[src/design/gpdr_pkg.sv]
// Purpose: Constants and carrier types for the port data and direction registers.
// Assumes: APB slave with 32-bit data; one aligned word per register.
// Notes: Register indices are word indices; the byte address is four times the index.
// Operation
// - Port 9 direction: six write-only bits 5..0, reset zero; bits 7..6 read one.
// - Port 9 pin is input when its direction bit is 0, drives latch when 1.
// - Port A direction: eight write-only bits, reset zero, 0 input, 1 output.
// - Port A data register: eight read/write bits, cleared to zero on reset.
package gpdr_pkg;

  // ----------------------------------------
  // Register indices and byte addresses
  // ----------------------------------------
  localparam int ADDR_W = 12;
  localparam logic [7:0] IDX_P7_LEVELS = 8'hce;
  localparam logic [7:0] IDX_P8_LATCH = 8'hcf;
  localparam logic [7:0] IDX_P9_DIR = 8'hd0;
  localparam logic [7:0] IDX_PA_DIR = 8'hd1;
  localparam logic [7:0] IDX_P9_LATCH = 8'hd2;
  localparam logic [7:0] IDX_PA_LATCH = 8'hd3;
  localparam logic [ADDR_W-1:0] ADDR_P7_LEVELS = {2'h0, IDX_P7_LEVELS, 2'h0};
  localparam logic [ADDR_W-1:0] ADDR_P8_LATCH = {2'h0, IDX_P8_LATCH, 2'h0};
  localparam logic [ADDR_W-1:0] ADDR_P9_DIR = {2'h0, IDX_P9_DIR, 2'h0};
  localparam logic [ADDR_W-1:0] ADDR_PA_DIR = {2'h0, IDX_PA_DIR, 2'h0};
  localparam logic [ADDR_W-1:0] ADDR_P9_LATCH = {2'h0, IDX_P9_LATCH, 2'h0};
  localparam logic [ADDR_W-1:0] ADDR_PA_LATCH = {2'h0, IDX_PA_LATCH, 2'h0};

  // ----------------------------------------
  // Widths and reset values
  // ----------------------------------------
  localparam int P8_PINS = 5;
  localparam int P9_PINS = 6;
  localparam int PA_PINS = 8;
  localparam logic [7:0] P8_LATCH_RST = 8'h00;
  localparam logic [7:0] P9_DIR_RST = 8'h00;
  localparam logic [7:0] P9_LATCH_RST = 8'h00;
  localparam logic [7:0] PA_DIR_RST = 8'h00;
  localparam logic [7:0] PA_LATCH_RST = 8'h00;
  localparam logic [7:0] UNUSED_BITS = 8'hff;
  localparam logic [7:0] WO_READ_VAL = 8'hff;

  // ----------------------------------------
  // Bus carriers
  // ----------------------------------------
  typedef struct packed {
    logic psel;
    logic penable;
    logic pwrite;
    logic [ADDR_W-1:0] paddr;
    logic [31:0] pwdata;
  } gpdr_apb_req_s;

  typedef struct packed {
    logic pready;
    logic pslverr;
    logic [31:0] prdata;
  } gpdr_apb_rsp_s;

endpackage

[src/design/gpdr_pin_cell.sv]
// Purpose: Bidirectional pin cells for one port, one cell per pin.
// Assumes: Pin levels are synchronous to the system clock.
// Notes: Output enable is active low.
`timescale 1ns/1ns
`default_nettype none
module gpdr_pin_cell #(
  parameter int PINS = 8
) (
  input wire logic [PINS-1:0] i_dir,
  input wire logic [PINS-1:0] i_latch,
  input wire logic [PINS-1:0] i_pin,
  output logic [PINS-1:0] o_pin,
  output logic [PINS-1:0] o_oe_n,
  output logic [PINS-1:0] o_read
);
  if (PINS < 1 || PINS > 8) begin : g_bad_width
    $error("pin cell width must be 1 to 8");
  end

  for (genvar b = 0; b < PINS; b++) begin : g_cell
    // Direction 1 drives the latch, 0 leaves the pin as input
    assign o_pin[b] = i_latch[b];
    assign o_oe_n[b] = ~i_dir[b];
    // Output pins read back the latch, inputs read the pin
    assign o_read[b] = i_dir[b] ? i_latch[b] : i_pin[b];
  end
endmodule
`default_nettype wire

[src/design/gpdr_ports.sv]
// Purpose: Ports 7, 8, 9 and A data and direction registers behind an APB slave.
// Assumes: Single clock; synchronous active-low reset; clock enable freezes state.
// Notes: With the clock enable high, every access ends in its first access cycle with no wait state; unmapped addresses answer with pslverr.
`timescale 1ns/1ns
`default_nettype none
module gpdr_ports #(
  parameter int P9_WIDTH = gpdr_pkg::P9_PINS,
  parameter int PA_WIDTH = gpdr_pkg::PA_PINS
) (
  input wire logic i_sys_clk,
  input wire logic i_nrst,
  input wire logic i_clk_en,
  input wire gpdr_pkg::gpdr_apb_req_s i_apb,
  output gpdr_pkg::gpdr_apb_rsp_s o_apb,
  input wire logic [7:0] i_p7_pins,
  output logic [gpdr_pkg::P8_PINS-1:0] o_p8_pins,
  input wire logic [P9_WIDTH-1:0] i_p9_pins,
  output logic [P9_WIDTH-1:0] o_p9_pins,
  output logic [P9_WIDTH-1:0] o_p9_oe_n,
  input wire logic [PA_WIDTH-1:0] i_pa_pins,
  output logic [PA_WIDTH-1:0] o_pa_pins,
  output logic [PA_WIDTH-1:0] o_pa_oe_n
);
  import gpdr_pkg::*;

  if (P9_WIDTH != P9_PINS || PA_WIDTH != PA_PINS) begin : g_bad_width
    $error("port widths are fixed by the register layout");
  end

  // ----------------------------------------
  // State
  // ----------------------------------------
  logic [P8_PINS-1:0] p8_latch_reg, p8_latch_next;
  logic [P9_WIDTH-1:0] p9_dir_reg, p9_dir_next;
  logic [P9_WIDTH-1:0] p9_latch_reg, p9_latch_next;
  logic [PA_WIDTH-1:0] pa_dir_reg, pa_dir_next;
  logic [PA_WIDTH-1:0] pa_latch_reg, pa_latch_next;
  logic [7:0] rdata_reg, rdata_next;
  logic err_reg, err_next;
  logic armed_reg, armed_next;
  logic [P9_WIDTH-1:0] p9_read;
  logic [PA_WIDTH-1:0] pa_read;
  logic setup, access, wr_done;
  logic [7:0] wbyte;

  // ----------------------------------------
  // Pin cells
  // ----------------------------------------
  gpdr_pin_cell #(.PINS(P9_WIDTH)) u_p9_cells (
    .i_dir(p9_dir_reg),
    .i_latch(p9_latch_reg),
    .i_pin(i_p9_pins),
    .o_pin(o_p9_pins),
    .o_oe_n(o_p9_oe_n),
    .o_read(p9_read)
  );

  gpdr_pin_cell #(.PINS(PA_WIDTH)) u_pa_cells (
    .i_dir(pa_dir_reg),
    .i_latch(pa_latch_reg),
    .i_pin(i_pa_pins),
    .o_pin(o_pa_pins),
    .o_oe_n(o_pa_oe_n),
    .o_read(pa_read)
  );

  assign o_p8_pins = p8_latch_reg;

  // ----------------------------------------
  // Bus phases
  // ----------------------------------------
  // Capture whenever no capture is pending, so a setup cycle lost to a low enable
  // is taken in the access cycle instead of hanging the transfer
  assign setup = i_clk_en & i_apb.psel & ~armed_reg;
  assign access = i_clk_en & i_apb.psel & i_apb.penable & armed_reg;
  assign wr_done = access & i_apb.pwrite & ~err_reg;
  assign wbyte = i_apb.pwdata[7:0];

  always_comb begin
    o_apb.pready = access;
    o_apb.pslverr = access & err_reg;
    o_apb.prdata = {24'h000000, rdata_reg};
  end

  // ----------------------------------------
  // Read capture in the setup cycle
  // ----------------------------------------
  always_comb begin
    rdata_next = rdata_reg;
    err_next = err_reg;
    armed_next = armed_reg;
    if (access) begin
      armed_next = 1'b0;
    end
    if (setup) begin
      armed_next = 1'b1;
      err_next = 1'b0;
      rdata_next = 8'h00;
      case (i_apb.paddr)
        ADDR_P7_LEVELS: rdata_next = i_p7_pins;
        ADDR_P8_LATCH: rdata_next = {UNUSED_BITS[7:P8_PINS], p8_latch_reg};
        ADDR_P9_DIR: rdata_next = WO_READ_VAL;
        ADDR_PA_DIR: rdata_next = WO_READ_VAL;
        ADDR_P9_LATCH: rdata_next = {UNUSED_BITS[7:P9_PINS], p9_read};
        ADDR_PA_LATCH: rdata_next = pa_read;
        default: err_next = 1'b1;
      endcase
    end
  end

  // ----------------------------------------
  // Register writes
  // ----------------------------------------
  always_comb begin
    p8_latch_next = p8_latch_reg;
    p9_dir_next = p9_dir_reg;
    p9_latch_next = p9_latch_reg;
    pa_dir_next = pa_dir_reg;
    pa_latch_next = pa_latch_reg;
    if (wr_done) begin
      case (i_apb.paddr)
        ADDR_P8_LATCH: p8_latch_next = wbyte[P8_PINS-1:0];
        ADDR_P9_DIR: p9_dir_next = wbyte[P9_PINS-1:0];
        ADDR_PA_DIR: pa_dir_next = wbyte;
        ADDR_P9_LATCH: p9_latch_next = wbyte[P9_PINS-1:0];
        ADDR_PA_LATCH: pa_latch_next = wbyte;
        default: p8_latch_next = p8_latch_reg;
      endcase
    end
  end

  always_ff @(posedge i_sys_clk) begin
    if (!i_nrst) begin
      p8_latch_reg <= P8_LATCH_RST[P8_PINS-1:0];
      p9_dir_reg <= P9_DIR_RST[P9_PINS-1:0];
      p9_latch_reg <= P9_LATCH_RST[P9_PINS-1:0];
      pa_dir_reg <= PA_DIR_RST;
      pa_latch_reg <= PA_LATCH_RST;
      rdata_reg <= 8'h00;
      err_reg <= 1'b0;
      armed_reg <= 1'b0;
    end else if (i_clk_en) begin
      p8_latch_reg <= p8_latch_next;
      p9_dir_reg <= p9_dir_next;
      p9_latch_reg <= p9_latch_next;
      pa_dir_reg <= pa_dir_next;
      pa_latch_reg <= pa_latch_next;
      rdata_reg <= rdata_next;
      err_reg <= err_next;
      armed_reg <= armed_next;
    end
  end
endmodule
`default_nettype wire

[config.mk]
export PLATFORM = sky130hd
export DESIGN_NAME = gpdr_ports
export DESIGN_NICKNAME = d
export VERILOG_FILES = /design/src/design/gpdr_pkg.sv /design/src/design/gpdr_pin_cell.sv /design/src/design/gpdr_ports.sv
export SDC_FILE = /design/constraint.sdc
export NUM_CORES = 1
export LEC_CHECK = 0
export BUFFER_PORTS_ARGS = -buffer_cell sky130_fd_sc_hd__clkbuf_2
export CAP_MARGIN = 10
export CORE_ASPECT_RATIO = 0.9
export CORE_MARGIN = 4
export CORE_UTILIZATION = 48
export DETAILED_ROUTE_END_ITERATION = 12
export PLACE_DENSITY = 0.94
export SLEW_MARGIN = 0
export SYNTH_ARGS = -nofsm -noshare
export SYNTH_HDL_FRONTEND = slang
export SYNTH_SLANG_ARGS = --single-unit
[constraint.sdc]
create_clock -name i_sys_clk -period 4.6 [get_ports i_sys_clk]
set_clock_uncertainty 0.1 [all_clocks]
set_input_delay 0.92 -clock i_sys_clk [delete_from_list [all_inputs] [get_ports i_sys_clk]]
set_output_delay 0.92 -clock i_sys_clk [all_outputs]
set_load 0.1 [all_outputs]
## Word-level counts from Yosys, hierarchy flattened

Cells that the tools add are included.

- Memory bits (read-only): 0
- Bits in latches: 0
- RAM bits: 0
- Register bits after elaboration: 43
- Word-level logic and storage cells: 65
- Memories kept: 0
- Bits of input ports: 72

- Mux-type cells: 18
- Shifts and indexed selects: 0
- Reductions and logical operators: 10
- Magnitude comparators: 0
- Multipliers: 0
- Equal/unequal tests: 6
- Bitwise logic cells: 23
- Div/mod/pow operators: 0
- $add $sub $neg: 0

Operators by type and width:

| kind | number |
|---|---|
| $eq 12x10->1 const B | 6 |
| $pmux 8 s5 | 1 |
| $mux 1 | 17 |
| $not 1->1 | 16 |
| $reduce_and 3->1 | 5 |
| $and 1x1->1 | 7 |
| $reduce_or 6->1 | 1 |
| $reduce_and 2->1 | 2 |
| $reduce_bool 2->1 | 1 |
| $reduce_or 2->1 | 1 |

## Longest topological paths before layout

- Depth after elaboration: 6
- Mapped depth: 6
- Gate-level depth less buffers: 5

## By module

Synthesis repeated with hierarchy kept, for this count alone.

- Cell total of the unflattened synthesis: 312
- Area total of the unflattened synthesis: 2628.8 um^2

By module, submodules not included:

| module | cells an instance | area each (um^2) | instances |
|---|---|---|---|
| gpdr_ports | 270 | 2260.9 | 1 |
| gpdr_pin_cell at u_pa_cells | 24 | 210.2 | 1 |
| gpdr_pin_cell at u_p9_cells | 18 | 157.7 | 1 |

## Worst setup path after synthesis

OpenSTA, ideal clock, no wires.

- Path kind: input-to-output
- From: input i_apb[45] (netlist bit)
- To: output o_apb[32] (netlist bit)
- Stages on the path: 3
- Data required time: 3.580 ns
- Arrival time: 1.972 ns
- Path buffers: 0
- Setup slack: 1.608 ns
- Path through: nand4_4 -> inv_2 -> and2_1

RTL lines:

| item | RTL line | text |
|---|---|---|
| from (decl) | gpdr_ports.sv:13 | `input wire gpdr_pkg::gpdr_apb_req_s i_apb,` |
| to (decl) | gpdr_ports.sv:14 | `output gpdr_pkg::gpdr_apb_rsp_s o_apb,` |

==> qor.yml <==
relSlewSlack_pct: 30.3
core_area_mm2: 0.00498
cts_resized: 0
p_seq_share_pct: 43.6
power.leakage_uw: 0.00116
cellPowerDensity_mw_per_mm2: 293
clock.fmax_mhz: 332
cp_data_required_time_ns: 3.58
ant_nets: 0
min_path_type: "reg2reg"
timing.rr.start: "armed_reg"
synth_cell_types: 43
async_flop_share_pct: 0
setup-violations-final: 0
critPathKind: "in2out"
r2r_end: "p9_dir_reg[3]"
use_met2_pct: 35.5
min_from: "pa_latch_reg[2]"
grt_pass1_wl_um: 12000
antenna_found_initial: 0
drc: 0
netlist_instances: 305
slowest_delay_ns: 0.45
portBuffers: 90
clkTransAtPathRegs_ns: 0.08
firstDrtPassIters: 5
crit_fanout: 9
r2r_slack_ns: 2.74
synth_area_per_cell_um2: 8.36
top_usage_layer: "met2"
met3_usage_pct: 5.89
cts_made_buffers: 5
combPwrFrac_pct: 22.5
worst_pin_slew_ns: 1.05
hold_violations: 0
cts-root-buf: "clkbuf_8"
synth_edf_count: 0
p_clk_share_pct: 33.9
final_common_cell: "clkbuf_2"
gr-total-overflow: 0
fin_crit_sh_pct: 65.5
hold_buffers: 0
cts_sinks: 43
cp.arrival_ns: 1.99
drt_iter0_drc: 260
irDropWorstVdd_uv: 154
switching_share_pct: 34.7
clk_latency_ns: 0.30
dieArea_mm2: 0.00654
ctsHtreeMaxLevel: 2
maxCapViolCount: 0
gp_congestion: 0.875
rr_worst_depth: 4
fill_cells: 457
path_cells: "clkbuf_2 > nand4_4 > inv_2 > and2_1 > clkbuf_2"
synth_top_flop_cell: "dfxtp_1"
holdPathStages: 2
grt_use_total_pct: 22.2
grt_pass1_vias: 2450
area_growth_pct: 17.2
die_x_um: 84.8
final_net_count: 456
grt_use_met1_pct: 30.3
p_switching_uw: 304
drv_slew: 0
fp.dieH_um: 77.1
vias: 2604
start_util_pct: 51.1
most-common-layout-cells: "clkbuf_2, o21ai_0, dfxtp_1"
wirelength_um: 7330
clockBufferDepth: 2
post_drt_wl_per_cell_um: 16.3
yosysSeqAreaShare_pct: 33.8
worst_setup_path_start_kind: "input pin"
critPathSlowestCell: "clkbuf_2"
grt_setup_unrepaired: "false"
hpwlAfterDp_um: 5500
hold_end: "pa_latch_reg[2]"
ys_ff_latch: 43
totalNegativeSetupSlack_ns: 0
power.internal_uw: 571
netlist_area_mm2: 0.00255
cts_tree: "done"
rows: 24
critPathCaptureType: "output port"
routed_via_density: 5.79
n_antenna_cell: 0
period_needed_ns: 3.01
critPathMostFrequentCell: "clkbuf_2"
fin_hold_ws_ns: 0.397
post-cts-setup-buffers: 0
ys_warn_count: 0
final_layout_size_suffix_gt1_share_pct: 31.4
status: "finished clean"
io_pins: 139
grt_max_degree: 35
==> critical path: cells and delay by family <==
kind	cells	cell delay [ns]
buf+inv	3	0.73
simple gates	2	0.34
==> layer usage <==
metal	wire length (um)	share of wire [%]
met5	0	0
met4	115	1.6
met3	812	11
met2	3380	46
met1	3020	41
==> area by class of cell <==
cell class,count,area (um^2),share of cell area [%]
multi-input cells,227,1420,47.5
clock buffers,5,68.8,2.30
flip-flops and latches,43,861,28.8
well taps,65,81.3,2.72
inverters,17,63.8,2.14
repair buffers,90,450,15.1
clock inverters,3,43.8,1.47
==> Yosys cell counts, types with 2 or more instances <==
cell type | number | area share, %
o21ai_0 | 46 | 9.0
dfxtp_1 | 43 | 34
a21oi_1 | 39 | 7.7
nand3_1 | 33 | 6.5
buf_4 | 25 | 7.4
inv_1 | 14 | 2.1
nand2_1 | 13 | 1.9
mux2i_1 | 10 | 3.9
a31oi_1 | 9 | 2.2
clkbuf_1 | 9 | 1.3
mux2_2 | 5 | 2.2
nor4_4 | 5 | 4.2
o211ai_1 | 5 | 1.5
buf_2 | 4 | 0.79
a22oi_1 | 3 | 0.88
and3_1 | 3 | 0.74
nor3_1 | 3 | 0.59
o21ai_1 | 3 | 0.59
and2_1 | 2 | 0.49
buf_12 | 2 | 1.6
inv_2 | 2 | 0.29
nand4bb_1 | 2 | 0.88
nor2_1 | 2 | 0.29
or2_2 | 2 | 0.49
or3_1 | 2 | 0.49
or4_4 | 2 | 0.88
==> logic make-up after synthesis <==
kind of cell           synth area share, %
AO/OA/AOI/OAI                         21.8
AND/OR/NAND/NOR                       24.1
buffers and inverters                 14.0
flip-flops                            33.8
multiplexers                          6.14
other                                0.147
==> per-stage QoR <==
stage	cells	setup slack, ns	utilization, %	total power (uW)	area, um^2
finish	450	1.59	59.9	875	2990
global route	450	1.54	59.9	905	2990
CTS	450	1.59	59.9	876	2990
detailed placement	442	1.55	57.7	584	2870
global placement	442	1.61	57.7	582	2870
floorplan	328	1.61	-	558	2640
==> power groups by stage <==
stage | Sequential, uW | Clock [uW] | Combinational [uW]
final | 381 | 297 | 197
after global routing | 382 | 318 | 205
after CTS | 381 | 300 | 195
after detailed placement | 390 | 0 | 194
after global placement | 390 | 0 | 193
after floorplan | 421 | 0 | 137
==> worst max path at each step <==
stage / startpoint / endpoint / slack, ns / cells past startpoint
3_3_place_gp: i_clk_en / o_apb[32] / 1.61 / 5
6_report: i_clk_en / o_apb[32] / 1.59 / 5
4_1_cts: i_clk_en / o_apb[32] / 1.59 / 5
2_1_floorplan: i_apb[45] / o_apb[32] / 1.61 / 3
3_5_place_dp: i_apb[37] / p9_latch_reg[3] / 1.55 / 5
5_1_grt: i_clk_en / o_apb[32] / 1.54 / 5
No activity file was read; power rests on OpenSTA's default activity.
